`config.mk`:
```
export PLATFORM = sky130hd
export DESIGN_NAME = dpi_ctrl
export DESIGN_NICKNAME = d
export VERILOG_FILES = /design/src/hdl/dpi_pkg.sv /design/src/hdl/dpi_ctrl.sv
export SDC_FILE = /design/constraint.sdc
export NUM_CORES = 1
export LEC_CHECK = 0
export BUFFER_PORTS_ARGS = -buffer_cell sky130_fd_sc_hd__buf_2
export CORE_MARGIN = 1
export CORE_UTILIZATION = 37
export CTS_CLUSTER_DIAMETER = 50
export DETAILED_ROUTE_END_ITERATION = 8
export HOLD_SLACK_MARGIN = 0.15
export PLACE_DENSITY = 0.76
export SLEW_MARGIN = 30
export SYNTH_ARGS = -nofsm -noshare
export SYNTH_HDL_FRONTEND = slang
export SYNTH_SLANG_ARGS = --single-unit
```
`constraint.sdc`:
```
create_clock -name clk_sys -period 1.7 [get_ports clk_sys]
set_clock_uncertainty 0.05 [all_clocks]
set_input_delay 0.51 -clock clk_sys [delete_from_list [all_inputs] [get_ports clk_sys]]
set_output_delay 0.51 -clock clk_sys [all_outputs]
set_load 0.01 [all_outputs]
```
`src/hdl/dpi_pkg.sv`:
```
//==========================================================
// data path init control: shared constants
package dpi_pkg;

	//==========================================================
	// bus geometry
	localparam int          ADDR_W        = 8;
	localparam int          DATA_W        = 32;
	localparam int          LANES         = 8;

	//==========================================================
	// control page layout, byte offsets
	localparam logic [7:0]  OFS_TEARDOWN  = 8'h80;  // byte 128
	localparam logic [7:0]  OFS_LANE_LO   = 8'h81;  // 129
	localparam logic [7:0]  OFS_LANE_HI   = 8'h8e;  // 142
	localparam logic [7:0]  OFS_SET0_LO   = 8'h8f;  // 143
	localparam logic [7:0]  OFS_SET0_HI   = 8'hb1;  // 177
	localparam logic [7:0]  OFS_SET1_LO   = 8'hb2;  // 178
	localparam logic [7:0]  OFS_SET1_HI   = 8'hd4;  // 212
	localparam logic [7:0]  OFS_MASK_LO   = 8'hd5;  // 213
	localparam logic [7:0]  OFS_MASK_HI   = 8'he7;  // 231
	localparam logic [7:0]  OFS_RSVD_LO   = 8'he8;  // 232
	localparam logic [7:0]  OFS_RSVD_HI   = 8'hef;  // 239
	localparam logic [7:0]  OFS_CUST_LO   = 8'hf0;  // 240
	localparam logic [7:0]  OFS_APP_CODE  = 8'hf0;  // applied selection code
	localparam logic [7:0]  OFS_STATUS    = 8'hf4;  // path status

	//==========================================================
	// reset values and fields
	localparam logic [7:0]  RST_TEARDOWN  = 8'h00;  // all paths auto-initialise
	localparam logic [3:0]  RST_APP_CODE  = 4'h0;
	localparam int          STS_OPER_BIT  = 16;
	localparam int          STS_MISM_BIT  = 17;
	localparam int          BASE_ADV_BIT  = 7;      // base page byte 2 bit

	// lane span mask (lanes per path minus one) by selection code, 4 bits each
	localparam logic [63:0] SPAN_BY_CODE  = 64'h7310_7310_7310_7310;

	//==========================================================
	// axi responses
	localparam logic [1:0]  RESP_OKAY     = 2'h0;
	localparam logic [1:0]  RESP_SLVERR   = 2'h2;

	// module state from the module state machine
	typedef enum logic [1:0] {
		MOD_SLEEP       = 2'h0,
		MOD_BOOT        = 2'h1,
		MOD_OPERATIONAL = 2'h3,
		MOD_FAULT       = 2'h2
	} dpi_mod_state_t;

endpackage : dpi_pkg

```
`src/hdl/dpi_ctrl.sv`:
```
`timescale 1ns/1ps
`default_nettype none

module dpi_ctrl (
	// clock and reset
	input  wire logic                      clk_sys,
	input  wire logic                      rst_n,
	// axi4-lite write address
	input  wire logic                      s_axi_awvalid,
	output logic                           s_axi_awready,
	input  wire logic [dpi_pkg::ADDR_W-1:0] s_axi_awaddr,
	input  wire logic [2:0]                s_axi_awprot,
	// axi4-lite write data
	input  wire logic                      s_axi_wvalid,
	output logic                           s_axi_wready,
	input  wire logic [dpi_pkg::DATA_W-1:0] s_axi_wdata,
	input  wire logic [3:0]                s_axi_wstrb,
	// axi4-lite write response
	output logic                           s_axi_bvalid,
	input  wire logic                      s_axi_bready,
	output logic [1:0]                     s_axi_bresp,
	// axi4-lite read address
	input  wire logic                      s_axi_arvalid,
	output logic                           s_axi_arready,
	input  wire logic [dpi_pkg::ADDR_W-1:0] s_axi_araddr,
	input  wire logic [2:0]                s_axi_arprot,
	// axi4-lite read data
	output logic                           s_axi_rvalid,
	input  wire logic                      s_axi_rready,
	output logic [dpi_pkg::DATA_W-1:0]     s_axi_rdata,
	output logic [1:0]                     s_axi_rresp,
	// module state, same clock
	input  wire dpi_pkg::dpi_mod_state_t   mod_state,
	// data path control outputs
	output logic [dpi_pkg::LANES-1:0]      path_bringup_req,
	output logic [dpi_pkg::LANES-1:0]      path_teardown_req,
	output logic [dpi_pkg::LANES-1:0]      path_start_pulse,
	// base page advertisement
	output logic [7:0]                     base_adv_byte2
);

	//==========================================================
	// declarations
	logic                      aw_held_ff, nxt_aw_held;
	logic [dpi_pkg::ADDR_W-1:0] aw_addr_ff, nxt_aw_addr;
	logic                      w_held_ff, nxt_w_held;
	logic [dpi_pkg::DATA_W-1:0] w_data_ff, nxt_w_data;
	logic [3:0]                w_strb_ff, nxt_w_strb;
	logic                      bvalid_ff, nxt_bvalid;
	logic [1:0]                bresp_ff, nxt_bresp;
	logic                      rvalid_ff, nxt_rvalid;
	logic [dpi_pkg::DATA_W-1:0] rdata_ff, nxt_rdata;
	logic [1:0]                rresp_ff, nxt_rresp;
	logic [7:0]                teardown_ff, nxt_teardown;
	logic [3:0]                app_code_ff, nxt_app_code;
	logic [7:0]                bringup_ff, nxt_bringup;
	logic [7:0]                tear_req_ff, nxt_tear_req;
	logic [7:0]                start_ff, nxt_start;
	logic [7:0]                eff_tear;
	logic                      mismatch;
	logic [2:0]                span;
	logic                      oper;
	logic                      do_write;
	logic                      w_ok;
	logic [dpi_pkg::DATA_W-1:0] rd_val;
	logic                      rd_ok;

	//==========================================================
	// bus outputs
	assign s_axi_awready  = !aw_held_ff && !bvalid_ff;
	assign s_axi_wready   = !w_held_ff && !bvalid_ff;
	assign s_axi_arready  = !rvalid_ff;
	assign s_axi_bvalid   = bvalid_ff;
	assign s_axi_bresp    = bresp_ff;
	assign s_axi_rvalid   = rvalid_ff;
	assign s_axi_rdata    = rdata_ff;
	assign s_axi_rresp    = rresp_ff;
	assign path_bringup_req  = bringup_ff;
	assign path_teardown_req = tear_req_ff;
	assign path_start_pulse  = start_ff;

	// page is present: flag in base page byte 2
	assign base_adv_byte2 = 8'h01 << dpi_pkg::BASE_ADV_BIT;

	//==========================================================
	// write decode: only the teardown byte and code word are writable here
	always_comb begin
		w_ok = 1'b0;
		if (aw_addr_ff == dpi_pkg::OFS_TEARDOWN) begin
			w_ok = 1'b1;
		end else if (aw_addr_ff == dpi_pkg::OFS_APP_CODE) begin
			w_ok = 1'b1;
		end
	end

	assign do_write = aw_held_ff && w_held_ff && !bvalid_ff;

	//==========================================================
	// write channel: hold address and data in either order
	always_comb begin
		nxt_aw_held = aw_held_ff;
		nxt_aw_addr = aw_addr_ff;
		nxt_w_held  = w_held_ff;
		nxt_w_data  = w_data_ff;
		nxt_w_strb  = w_strb_ff;
		nxt_bvalid  = bvalid_ff;
		nxt_bresp   = bresp_ff;
		if (s_axi_awvalid && s_axi_awready) begin
			nxt_aw_held = 1'b1;
			nxt_aw_addr = s_axi_awaddr;
		end
		if (s_axi_wvalid && s_axi_wready) begin
			nxt_w_held = 1'b1;
			nxt_w_data = s_axi_wdata;
			nxt_w_strb = s_axi_wstrb;
		end
		if (do_write) begin
			nxt_aw_held = 1'b0;
			nxt_w_held  = 1'b0;
			nxt_bvalid  = 1'b1;
			nxt_bresp   = w_ok ? dpi_pkg::RESP_OKAY : dpi_pkg::RESP_SLVERR;
		end else if (bvalid_ff && s_axi_bready) begin
			nxt_bvalid = 1'b0;
		end
	end

	always_ff @(posedge clk_sys or negedge rst_n) begin
		if (!rst_n) begin
			aw_held_ff <= 1'b0;
			aw_addr_ff <= '0;
			w_held_ff  <= 1'b0;
			w_data_ff  <= '0;
			w_strb_ff  <= '0;
			bvalid_ff  <= 1'b0;
			bresp_ff   <= dpi_pkg::RESP_OKAY;
		end else begin
			aw_held_ff <= nxt_aw_held;
			aw_addr_ff <= nxt_aw_addr;
			w_held_ff  <= nxt_w_held;
			w_data_ff  <= nxt_w_data;
			w_strb_ff  <= nxt_w_strb;
			bvalid_ff  <= nxt_bvalid;
			bresp_ff   <= nxt_bresp;
		end
	end

	//==========================================================
	// control registers, kept regardless of module state
	always_comb begin
		nxt_teardown = teardown_ff;
		nxt_app_code = app_code_ff;
		if (do_write && w_strb_ff[0]) begin
			if (aw_addr_ff == dpi_pkg::OFS_TEARDOWN) begin
				nxt_teardown = w_data_ff[7:0];
			end else if (aw_addr_ff == dpi_pkg::OFS_APP_CODE) begin
				nxt_app_code = w_data_ff[3:0];
			end
		end
	end

	always_ff @(posedge clk_sys or negedge rst_n) begin
		if (!rst_n) begin
			teardown_ff <= dpi_pkg::RST_TEARDOWN;
			app_code_ff <= dpi_pkg::RST_APP_CODE;
		end else begin
			teardown_ff <= nxt_teardown;
			app_code_ff <= nxt_app_code;
		end
	end

	//==========================================================
	// lane grouping: any lane set in a path tears the path down
	assign span = dpi_pkg::SPAN_BY_CODE[{app_code_ff, 2'b00} +: 3];

	always_comb begin
		eff_tear = '0;
		mismatch = 1'b0;
		for (int i = 0; i < dpi_pkg::LANES; i++) begin
			for (int j = 0; j < dpi_pkg::LANES; j++) begin
				if ((3'(j) & ~span) == (3'(i) & ~span)) begin
					eff_tear[i] = eff_tear[i] | teardown_ff[j];
					mismatch    = mismatch | (teardown_ff[j] != teardown_ff[i]);
				end
			end
		end
	end

	assign oper = (mod_state == dpi_pkg::MOD_OPERATIONAL);

	//==========================================================
	// path requests, all lanes evaluated together
	always_comb begin
		nxt_bringup  = '0;
		nxt_tear_req = '0;
		if (oper) begin
			nxt_bringup  = ~eff_tear;
			nxt_tear_req = eff_tear;
		end
		nxt_start = nxt_bringup & ~bringup_ff;
	end

	always_ff @(posedge clk_sys or negedge rst_n) begin
		if (!rst_n) begin
			bringup_ff  <= '0;
			tear_req_ff <= '0;
			start_ff    <= '0;
		end else begin
			bringup_ff  <= nxt_bringup;
			tear_req_ff <= nxt_tear_req;
			start_ff    <= nxt_start;
		end
	end

	//==========================================================
	// read decode over the page areas
	always_comb begin
		rd_val = '0;
		rd_ok  = 1'b0;
		if (s_axi_araddr == dpi_pkg::OFS_TEARDOWN) begin
			rd_val = {24'h000000, teardown_ff};
			rd_ok  = 1'b1;
		end else if (s_axi_araddr == dpi_pkg::OFS_APP_CODE) begin
			rd_val = {28'h0000000, app_code_ff};
			rd_ok  = 1'b1;
		end else if (s_axi_araddr == dpi_pkg::OFS_STATUS) begin
			rd_val[7:0]                  = bringup_ff;
			rd_val[15:8]                 = tear_req_ff;
			rd_val[dpi_pkg::STS_OPER_BIT] = oper;
			rd_val[dpi_pkg::STS_MISM_BIT] = mismatch;
			rd_ok  = 1'b1;
		end else if (s_axi_araddr >= dpi_pkg::OFS_RSVD_LO && s_axi_araddr <= dpi_pkg::OFS_RSVD_HI) begin
			rd_ok  = 1'b1;
		end
		// lane, staged set and mask areas belong to other blocks: error
	end

	// read channel
	always_comb begin
		nxt_rvalid = rvalid_ff;
		nxt_rdata  = rdata_ff;
		nxt_rresp  = rresp_ff;
		if (s_axi_arvalid && s_axi_arready) begin
			nxt_rvalid = 1'b1;
			nxt_rdata  = rd_val;
			nxt_rresp  = rd_ok ? dpi_pkg::RESP_OKAY : dpi_pkg::RESP_SLVERR;
		end else if (rvalid_ff && s_axi_rready) begin
			nxt_rvalid = 1'b0;
		end
	end

	always_ff @(posedge clk_sys or negedge rst_n) begin
		if (!rst_n) begin
			rvalid_ff <= 1'b0;
			rdata_ff  <= '0;
			rresp_ff  <= dpi_pkg::RESP_OKAY;
		end else begin
			rvalid_ff <= nxt_rvalid;
			rdata_ff  <= nxt_rdata;
			rresp_ff  <= nxt_rresp;
		end
	end

endmodule : dpi_ctrl

`default_nettype wire

```
==> results of run 1 <==
==> area by class of cell <==
cell class | instances | area share (%)
Clock buffer | 10 | 2.95
Clock inverter | 6 | 2.57
Inverter | 8 | 0.694
Multi-Input combinational cell | 206 | 32.2
Sequential cell | 77 | 44.7
Tap cell | 108 | 3.12
Timing Repair Buffer | 103 | 13.8
==> per-layer routing <==
metal,track usage [%],wire [µm],vias to the layer above
met5,0,0,-
met4,6.20,106,0
met3,5.04,462,11
met2,24.4,3260,90
met1,18.0,2940,1161
li1,-,-,1203
==> through the flow <==
stage | utilization (%) | cells | setup WS [ns]
after floorplan | - | 332 | -0.0228
after global placement | 45.2 | 500 | -0.152
after detailed placement | 45.2 | 500 | -0.168
after CTS | 48.1 | 517 | -0.160
after global routing | 48.6 | 518 | -0.225
final | 48.6 | 518 | -0.140
==> worst paths after layout <==
path / start / end / slack, ns
worst max-delay path: aw_addr_ff[1] / app_code_ff[1] / -0.14
worst min-delay path: s_axi_bready / s_axi_bvalid / 0.28
worst max register to register: aw_addr_ff[1] / app_code_ff[1] / -0.14
worst min register to register: path_bringup_req[5] / path_start_pulse[5] / 0.40
max in group asynchronous: rst_n / teardown_ff[2] / 0.62
min in group asynchronous: rst_n / aw_addr_ff[1] / 0.64
==> flip-flops by register name, summed over array words and instances, names as in the netlist <==
signal / count
w_strb_ff: 1
w_held_ff: 1
aw_addr_ff: 8
s_axi_bvalid: 1
app_code_ff: 4
s_axi_rvalid: 1
path_start_pulse: 8
s_axi_bresp: 1
path_bringup_req: 8
s_axi_rdata: 18
teardown_ff: 8
path_teardown_req: 8
w_data_ff: 8
aw_held_ff: 1
s_axi_rresp: 1
==> logic make-up (layout without fill, tap and decap cells) <==
kind of cell	after synthesis	count (layout)	share of synthesized area, %
AND/OR/NAND/NOR	82	82	13.1
multiplexers	34	34	10.9
adder cells (fa/ha/maj)	1	1	0.360
XOR/XNOR	4	4	1.01
flip-flops	77	77	55.5
buffers and inverters	49	127	8.22
AO/OA/AOI/OAI	61	61	10.7
other	2	24	0.216
==> synth_stat cells <==
cell and instances:
sky130_fd_sc_hd__or2_2 3, sky130_fd_sc_hd__xnor2_1 3, sky130_fd_sc_hd__nor2_4 1, sky130_fd_sc_hd__a211oi_1 1
sky130_fd_sc_hd__buf_2 9, sky130_fd_sc_hd__nor3_2 1, sky130_fd_sc_hd__o21ai_0 20, sky130_fd_sc_hd__nand2_1 24
sky130_fd_sc_hd__a31oi_1 1, sky130_fd_sc_hd__xor2_1 1, sky130_fd_sc_hd__or3_2 1, sky130_fd_sc_hd__buf_4 24
sky130_fd_sc_hd__ha_1 1, sky130_fd_sc_hd__nor2_8 1, sky130_fd_sc_hd__o211ai_1 2, sky130_fd_sc_hd__o311ai_1 1
sky130_fd_sc_hd__nand2b_1 2, sky130_fd_sc_hd__nor4b_1 1, sky130_fd_sc_hd__a22oi_1 5, sky130_fd_sc_hd__nand3_1 3
sky130_fd_sc_hd__and3_1 3, sky130_fd_sc_hd__a21oi_1 17, sky130_fd_sc_hd__nor4_2 2, sky130_fd_sc_hd__a22o_1 7
sky130_fd_sc_hd__or3_4 1, sky130_fd_sc_hd__mux2i_1 5, sky130_fd_sc_hd__nor4_1 1, sky130_fd_sc_hd__and2_1 13
sky130_fd_sc_hd__inv_1 8, sky130_fd_sc_hd__nand4_1 1, sky130_fd_sc_hd__o21bai_1 1, sky130_fd_sc_hd__a21o_1 4
sky130_fd_sc_hd__clkbuf_1 8, sky130_fd_sc_hd__o22ai_1 2, sky130_fd_sc_hd__nor2b_1 8, sky130_fd_sc_hd__mux2_2 29
sky130_fd_sc_hd__nor3_1 2, sky130_fd_sc_hd__conb_1 2, sky130_fd_sc_hd__dfrtp_1 77, sky130_fd_sc_hd__nor2_1 14
==> power groups by stage <==
stage                     combinational (W)  sequential, W  clock (W)
after floorplan                    0.000756        0.00235          0
after global placement              0.00101        0.00238          0
after detailed placement            0.00104        0.00240          0
after CTS                           0.00105        0.00237    0.00166
after global routing                0.00120        0.00243    0.00173
final                               0.00107        0.00238    0.00162
==> timing repair <==
| item | CTS | global route |
|---|---|---|
| gates cloned | 0 | 0 |
| hold endpoints to repair | 77 | 0 |
| setup endpoints to repair | 12 | 25 |
| hold buffers | 1 | 0 |
| pin swaps | 0 | 4 |
| setup buffers | 0 | 1 |
| gates resized for setup | 1 | 15 |
==> implementation parameters, run 1 <==
Parameter                              Value

Run status
  Run status    finished, violations left
  Violated checks    setup timing

Yosys
  Post-Syn Area per Cell    11.2 µm²
  Number of register bits inferred by synthesis    77
  Total of warnings raised by yosys    0
  Share of the synthesized area in the top cell type    55.5%
  Largest cells by area after synthesis    sky130_fd_sc_hd__dfrtp_1 56%, sky130_fd_sc_hd__mux2_2 9.4%, sky130_fd_sc_hd__buf_4 5.2%
  Cell count after synthesis    310
  Sequential element share of the synthesized area    55.5%
  Count of different cell masters after synthesis    40
  Summed instance area of the synthesized netlist    3470 µm²
  Cell taking the most area after synthesis    sky130_fd_sc_hd__dfrtp_1

Placement
  Port Buffer Count    82
  RD Place Congestion    0.791
  DP Wirelength    5.10 mm
  Cell area after placement    4020 µm²

Pwr
  Clk pwr share    31.9%
  Sequential share of power    47.0%
  Maximum resistive drop on vdd    0.00105 V
  Sw power    0.00138 W
  Internal cell power    0.00368 W
  Share of total power in combinational logic    21.2%
  Power density over the cells    1170 nW/µm²
  Leak pwr    2.21 nW
  Overall power of the completed layout    0.00507 W
  Switching share of power    27.3%

STA
  Final critical-path setup slack    -0.140 ns
  Final Cycle Share    108%
  Count of final max-slew check failures    0
  Final worst hold slack    0.281 ns
  RSZ-0062 raised after global routing    true
  Total negative setup slack    -1.52 ns
  Number of setup violations in the final report    12
  Maximum clock frequency    0.544 GHz
  Tmin final    1.84 ns
  Final Hold Fails    0

Critical path
  CP Data Required Time    1.89 ns
  Worst path depth    5
  Capturing element type of the critical path    register
  Critical path arrival    2.03 ns
  Chain of cells forming the critical path    nor4_2, nand2_1, or3_4, nor2_4, mux2_2
  Delay-heaviest family, CP    simple AND/OR/NAND/NOR gates
  Longest individual stage delay on the worst path    0.40 ns
  Setup crit start kind    register
  Biggest fanout along the worst timing path    4
  Combined buffer and inverter count along the critical path    0
  Setup Crit Path Kind    register to register
  Cell count of the worst reg-to-reg path    5
  Slowest cell on the critical path    sky130_fd_sc_hd__dfrtp_1

Clock network
  CTS root buf    sky130_fd_sc_hd__clkbuf_8
  Inserted Clock Buffers    9
  H-tree levels    3
  Clock-pin slew on the worst setup and hold paths    0.07 ns
  CTS tree    yes
  Sink Count    77
  Number of buffers on the longest clock path    2
  Clk_lat worst skew    0.35 ns

Detailed routing
  Ratio of routed vias to standard cells    4.76
  Iter 0 DRT Violations    72
  Average wire per cell in the routed design    13.1 µm
  Number of design rule violations left after detail routing    0
  Detailed Routing Iterations Pass 1    4
  Final ANT Viol Nets    0
  Detailed-route via count    2465
  Routed wire length    6.77 mm

Die
  Initial Utilization    39.0%
  Core region area    8890 µm²
  Vertical extent of the die    98.9 µm
  Die Footprint    9770 µm²
  Die X    98.9 µm
  Number of primary I/O pins    140
  Placement Rows    34

Global route
  Overall track demand over capacity in global routing    14.9%
  Pin count of the biggest net entering global routing    78
  Wire length of the first global-routing pass    11.3 mm
  Antenna violations before repair    0
  Global route total overflow    0
  Vias in the first global route    2416

Cells and area
  Post-layout net count    473
  Sequential standard cell area    1930 µm²
  Summed area of non-filler cells in the final layout    4330 µm²
  Filler cell count in the final layout    823
  Fraction of layout cells with a size suffix above 1    40.7%
  Most frequent standard cell in the layout excluding fill and tap cells    sky130_fd_sc_hd__buf_2
  Highest-count cells in the layout ignoring fill and taps    81 x sky130_fd_sc_hd__buf_2, 73 x sky130_fd_sc_hd__dfrtp_1, 28 x sky130_fd_sc_hd__mux2_2
  Total area of multi-input combinational cells    1390 µm²
  Synthesis-to-layout area growth    24.6%
  Antenna diode count    0

Worst hold path
  Worst hold path class    primary input to register
  Worst hold path stage count    2

Run
  Max-cap check violation count    0
(Power assumes the default switching activity.)
==> inputs of run 2 (changes only) <==
--- a/config.mk
+++ b/config.mk
@@ -6,6 +6,7 @@
 export NUM_CORES = 1
 export LEC_CHECK = 0
 export BUFFER_PORTS_ARGS = -buffer_cell sky130_fd_sc_hd__buf_2
+export CORE_ASPECT_RATIO = 0.9
 export CORE_MARGIN = 1
 export CORE_UTILIZATION = 37
 export CTS_CLUSTER_DIAMETER = 50
==> run 2 against run 1 <==
Effect of this change: the run still ends with setup timing left; critical path type unchanged; register-to-register slack about the same; sequential cell count unchanged; die area about the same; global-route usage is 0.85 points higher.
==> implementation parameters, run 2 (same netlist as run 1, synthesis figures left out) <==
Parameter                              Value

Cells and area
  Total area of multi-input combinational cells    1400 µm² (+0.90%)
  Synthesis-to-layout area growth    27.1%
  Number of flip-flops in the largest register    18 (unchanged)
  Non-filler cells, final    539 (+4.1%)
  Fraction of layout cells with a size suffix above 1    41.0% (+0.28 points)
  Highest-count cells in the layout ignoring fill and taps    80 x sky130_fd_sc_hd__buf_2, 75 x sky130_fd_sc_hd__dfrtp_1, 25 x sky130_fd_sc_hd__mux2_2
  Antenna diode count    0 (unchanged)
  Filler cell count in the final layout    856 (+4.0%)
  Most frequent standard cell in the layout excluding fill and tap cells    sky130_fd_sc_hd__buf_2
  Post-layout net count    480 (+1.5%)
  Sequential standard cell area    1930 µm² (-0.13%)

Clock network
  # Post-CTS Setup Buffers    0 (unchanged)
  Clk_lat worst skew    0.34 ns (about the same)
  CTS tree    yes
  Inserted Clock Buffers    9 (unchanged)
  H-tree levels    3 (unchanged)
  Clock-pin slew on the worst setup and hold paths    0.07 ns (about the same)
  Number of buffers on the longest clock path    2 (unchanged)
  Sink Count    77 (unchanged)
  CTS root buf    sky130_fd_sc_hd__clkbuf_8

Die
  Number of primary I/O pins    140 (unchanged)
  Placement Rows    33 (-2.9%)
  Vertical extent of the die    93.9 µm (-5.0%)
  Die X    104 µm (+5.3%)
  Die Footprint    9770 µm² (about the same)
  Core region area    9130 µm² (+2.6%)
  Initial Utilization    38.0% (-1.0 points)

Detailed routing
  Routed wire length    7.10 mm (+4.9%)
  Final ANT Viol Nets    0 (unchanged)
  Average wire per cell in the routed design    13.2 µm (+0.82%)
  Ratio of routed vias to standard cells    4.68 (-1.8%)
  Iter 0 DRT Violations    75 (+4.2%)
  Detailed Routing Iterations Pass 1    4 (unchanged)
  Detailed-route via count    2520 (+2.2%)
  Number of design rule violations left after detail routing    0 (unchanged)

Global route
  Pin count of the biggest net entering global routing    33 (-58%)
  Global route total overflow    0 (unchanged)
  Vias in the first global route    2515 (+4.1%)
  Overall track demand over capacity in global routing    15.7% (+0.85 points)
  Antenna violations before repair    0 (unchanged)
  Wire length of the first global-routing pass    12.0 mm (+6.3%)

Critical path
  Critical path arrival    2.03 ns (about the same)
  Setup crit start kind    register
  CP Data Required Time    1.88 ns (about the same)
  Biggest fanout along the worst timing path    8 (+4)
  Capturing element type of the critical path    register
  Setup Crit Path Kind    register to register

STA
  RSZ-0062 raised after global routing    true
  Maximum clock frequency    0.541 GHz (-0.53%)
  Final worst hold slack    0.292 ns (+0.0114 ns)
  Number of setup violations in the final report    13 (+1)
  Final Cycle Share    109% (+0.58 points)
  Final Hold Fails    0 (unchanged)
  Tmin final    1.85 ns (+0.00981 ns)
  Final critical-path setup slack    -0.150 ns (-0.00981 ns)
  Count of final max-slew check failures    0 (unchanged)

Pwr
  Maximum resistive drop on vdd    0.000721 V (-32%)
  Power density over the cells    1150 nW/µm² (-1.7%)
  Leak pwr    2.25 nW (+1.8%)

Placement
  Port Buffer Count    82 (unchanged)
  RD Place Congestion    0.853 (+7.9%)
  Number of placed cells counting well taps    522 (+4.4%)
  Worst slack at placement    -0.168 ns (+0.0000160 ns)
  DP Wirelength    5.45 mm (+6.9%)

Run status
  Run status    finished, violations left
  Violated checks    setup timing

Run
  Max-cap check violation count    0 (unchanged)

Worst hold path
  Worst hold path class    primary input to register
[run 2: cell count changes in the layout (fill, tap and decap cells not counted), moves of 2 or more]
| cell | previous run | this run |
|---|---|---|
| sky130_fd_sc_hd__nor2_2 | 2 | 0 |
| sky130_fd_sc_hd__dfrtp_1 | 73 | 75 |
| sky130_fd_sc_hd__mux2_2 | 28 | 25 |
| sky130_fd_sc_hd__buf_4 | 19 | 24 |
| sky130_fd_sc_hd__buf_6 | 0 | 2 |
| sky130_fd_sc_hd__nor2_4 | 1 | 3 |
| sky130_fd_sc_hd__dfrtp_2 | 4 | 2 |
| sky130_fd_sc_hd__mux2_4 | 1 | 4 |
[run 2: layer usage]
layer  vias to the layer above  GRT usage, %  wire length (µm)  part of all wire, %
li1                       1210             -                 -                    -
met4                         0          5.36                53                 0.75
met5                         -             0                 0                    0
met1                      1205          18.8              3100                   44
met3                         6          5.96               515                  7.3
met2                        99          26.2              3430                   48
[run 2: path summary, 6_finish.rpt]
kind | slack [ns] | end | start | depth (start not counted)
max in group asynchronous | 0.57 | path_teardown_req[2] | rst_n | 3
min in group asynchronous | 0.56 | teardown_ff[2] | rst_n | 2
hold / removal | 0.29 | s_axi_bvalid | s_axi_bready | 2
setup reg to reg | -0.15 | teardown_ff[1] | aw_addr_ff[2] | 5
hold reg to reg | 0.41 | path_start_pulse[5] | path_bringup_req[5] | 1
setup / recovery | -0.15 | teardown_ff[1] | aw_addr_ff[2] | 5
[run 2: through the flow]
step | power, W | cell area [µm²] | util, % | setup TNS (ns)
finish | 0.00508 | 4410 | 48.4 | -1.72
global route | 0.00539 | 4410 | 48.4 | -3.62
CTS | 0.00506 | 4350 | 47.7 | -2.06
detailed placement | 0.00351 | 4110 | 45.0 | -2.66
global placement | 0.00345 | 4110 | 45.0 | -1.53
floorplan | 0.00310 | 3560 | - | -0.228
[run 2: worst max-delay path: stages (launching register included)]
cell and delay [ns]:
sky130_fd_sc_hd__dfrtp_1 0.40, sky130_fd_sc_hd__nor4_2 0.28, sky130_fd_sc_hd__nand2_1 0.10, sky130_fd_sc_hd__or3_4 0.38
sky130_fd_sc_hd__nor2_8 0.17, sky130_fd_sc_hd__mux2_2 0.35
[run 2: layout make-up]
class,instances,area share [%]
clock buffer,10,3.12
clock inverter,6,1.96
inverter,8,0.680
multi-input combinational,206,31.8
sequential,77,43.7
tap,122,3.46
timing repair buffer,110,15.3
[run 2: report_power, final]
part | internal (W) | switching, W
sequential | 0.00215 | 0.000253
clock | 0.000863 | 0.000639
combinational | 0.000637 | 0.000539
total | 0.00365 | 0.00143
[run 2: repair_timing]
action                     4_1_cts  5_1_grt
setup endpoints to repair       14       24
pin swaps                        2        5
hold buffers                     1        0
resized for setup                2       15
hold endpoints to repair        22        0
==> inputs of run 3 (changes only) <==
--- a/config.mk
+++ b/config.mk
@@ -12,6 +12,7 @@
 export CTS_CLUSTER_DIAMETER = 50
 export DETAILED_ROUTE_END_ITERATION = 8
 export HOLD_SLACK_MARGIN = 0.15
+export MAX_ROUTING_LAYER = met4
 export PLACE_DENSITY = 0.76
 export SLEW_MARGIN = 30
 export SYNTH_ARGS = -nofsm -noshare
==> run 3 against run 2 <==
Effect of this change: utilization is the same; non-clock buffer count unchanged; global-route usage increased by 0.47 points; wire length rose by 0.28%; the run still ends with setup timing left; final cell count is the same; sequential cell count stayed put; fmax decreased by 0.35%; highest routed layer unchanged; total power rose by 0.27%; design area did not move; die area stayed put; count of clock-buffer cells in the layout is the same; worst hold slack lost 0.012 ns.
==> implementation parameters, run 3 (same netlist as run 1, synthesis figures left out) <==
Parameter                              Value

Clock network
  CTS tree    yes
  Clock-pin slew on the worst setup and hold paths    0.08 ns (about the same)
  H-tree levels    3 (unchanged)
  CTS root buf    sky130_fd_sc_hd__clkbuf_8
  Inserted Clock Buffers    9 (unchanged)
  Sink Count    77 (unchanged)
  Clk_lat worst skew    0.35 ns (about the same)
  Number of buffers on the longest clock path    2 (unchanged)

Cells and area
  Summed area of non-filler cells in the final layout    4410 µm² (unchanged)
  Most frequent standard cell in the layout excluding fill and tap cells    sky130_fd_sc_hd__buf_2
  Sequential standard cell area    1930 µm² (unchanged)
  Number of flip-flops in the largest register    18 (unchanged)
  Fraction of layout cells with a size suffix above 1    41.0% (unchanged)
  Antenna diode count    0 (unchanged)
  Post-layout net count    480 (unchanged)
  Synthesis-to-layout area growth    27.1% (unchanged)
  Filler cell count in the final layout    856 (unchanged)
  Highest-count cells in the layout ignoring fill and taps    80 x sky130_fd_sc_hd__buf_2, 75 x sky130_fd_sc_hd__dfrtp_1, 25 x sky130_fd_sc_hd__mux2_2
  Total area of multi-input combinational cells    1400 µm² (unchanged)

Die
  Die Footprint    9770 µm² (unchanged)
  Die X    104 µm (unchanged)
  Placement Rows    33 (unchanged)
  Initial Utilization    38.0% (unchanged)
  Vertical extent of the die    93.9 µm (unchanged)
  Number of primary I/O pins    140 (unchanged)
  Core region area    9130 µm² (unchanged)

Global route
  Pin count of the biggest net entering global routing    33 (unchanged)
  Overall track demand over capacity in global routing    16.2% (+0.47 points)
  Vias in the first global route    2516 (+0.040%)
  Antenna violations before repair    0 (unchanged)
  Global route total overflow    0 (unchanged)
  Wire length of the first global-routing pass    12.0 mm (+0.12%)

Run status
  Run status    finished, violations left
  Violated checks    setup timing

Detailed routing
  Number of design rule violations left after detail routing    0 (unchanged)
  Detailed Routing Iterations Pass 1    4 (unchanged)
  Iter 0 DRT Violations    78 (+4.0%)
  Detailed-route via count    2525 (+0.20%)
  Ratio of routed vias to standard cells    4.68 (+0.20%)
  Routed wire length    7.12 mm (+0.28%)
  Final ANT Viol Nets    0 (unchanged)
  Average wire per cell in the routed design    13.2 µm (+0.28%)

Pwr
  Overall power of the completed layout    0.00510 W (+0.27%)
  Maximum resistive drop on vdd    0.000722 V (+0.12%)
  Leak pwr    2.25 nW (unchanged)
  Power density over the cells    1150 nW/µm² (+0.27%)

Worst hold path
  Worst hold path class    primary input to register
  Hold Startpoint    s_axi_bready
  Worst hold path stage count    2 (unchanged)
  Hold EP    s_axi_bvalid

STA
  Final critical-path setup slack    -0.156 ns (-0.00657 ns)
  Final Cycle Share    109% (+0.39 points)
  Maximum clock frequency    0.539 GHz (-0.35%)
  RSZ-0062 raised after global routing    true
  Final Hold Fails    0 (unchanged)
  Total negative setup slack    -1.80 ns (-0.0766 ns)
  Final worst hold slack    0.280 ns (-0.0122 ns)
  Number of setup violations in the final report    13 (unchanged)
  Tmin final    1.86 ns (+0.00657 ns)
  Count of final max-slew check failures    0 (unchanged)

Critical path
  Biggest fanout along the worst timing path    8 (unchanged)
  Reg2Reg Capture Point    teardown_ff[1]
  Beginning of the worst register-to-register path    aw_addr_ff[2]
  Setup Crit Path Kind    register to register
  Setup crit start kind    register
  Capturing element type of the critical path    register
  Worst reg2reg setup slack    -0.16 ns (about the same)
  Critical path arrival    2.04 ns (about the same)
  CP Data Required Time    1.89 ns (about the same)
  Cell count of the worst reg-to-reg path    5 (unchanged)

Placement
  Cell area after placement    4110 µm² (unchanged)
  Port Buffer Count    82 (unchanged)
  DP Wirelength    5.45 mm (unchanged)
  RD Place Congestion    0.867 (+1.6%)

Run
  Max-cap check violation count    0 (unchanged)
run 3: cell counts in the layout (fill, tap and decap cells not counted):
Identical to the previous run, type by type.
run 3: where the power goes:
part / switching, W / leakage [nW] / internal (W)
Clock: 0.000652 / 0.112 / 0.000863
Combinational: 0.000539 / 1.13 / 0.000637
Sequential: 0.000253 / 1.01 / 0.00215
Total: 0.00144 / 2.25 / 0.00365
run 3: worst max path at each step:
stage	from	slack, ns	endpoint	cells past startpoint
6_report	aw_addr_ff[2]	-0.16	teardown_ff[1]	5
5_1_grt	aw_addr_ff[2]	-0.29	teardown_ff[2]	5
4_1_cts	aw_addr_ff[1]	-0.18	teardown_ff[6]	5
3_5_place_dp	aw_addr_ff[1]	-0.17	teardown_ff[3]	5
3_3_place_gp	aw_addr_ff[1]	-0.13	teardown_ff[0]	5
2_1_floorplan	aw_addr_ff[1]	-0.02	teardown_ff[0]	5
run 3: per-layer routing:
metal / track usage (%) / vias to the layer above / routed length (µm)
met1: 18.9 / 1210 / 3140
met3: 5.76 / 11 / 508
met4: 5.36 / 0 / 95
met2: 26.2 / 95 / 3380
li1: - / 1209 / -
met5: - / - / 0
run 3: through the flow:
step | cells | util, % | setup slack [ns]
finish | 539 | 48.4 | -0.156
global route | 539 | 48.4 | -0.286
CTS | 539 | 47.7 | -0.178
detailed placement | 522 | 45.0 | -0.168
global placement | 522 | 45.0 | -0.131
floorplan | 332 | - | -0.0228
run 3: area by class of cell:
type,instances,share of cell area (%)
Timing Repair Buffer,110,15.3
Clock inverter,6,1.96
Multi-Input combinational cell,206,31.8
Inverter,8,0.680
Tap cell,122,3.46
Clock buffer,10,3.12
Sequential cell,77,43.7
run 3: critical path: stages, from the launching register on:
cell and delay, ns:
sky130_fd_sc_hd__dfrtp_1 0.40, sky130_fd_sc_hd__nor4_2 0.28, sky130_fd_sc_hd__nand2_1 0.10, sky130_fd_sc_hd__or3_4 0.38, sky130_fd_sc_hd__nor2_8 0.17, sky130_fd_sc_hd__mux2_2 0.35
run 3: what timing repair did:
| item | in CTS | in global routing |
|---|---|---|
| hold buffers | 1 | 0 |
| cloned | 0 | 0 |
| pin swaps | 2 | 5 |
| hold endpoints to repair | 22 | 0 |
| setup endpoints to repair | 14 | 24 |
| buffers inserted | 0 | 0 |
| gates resized for setup | 2 | 15 |
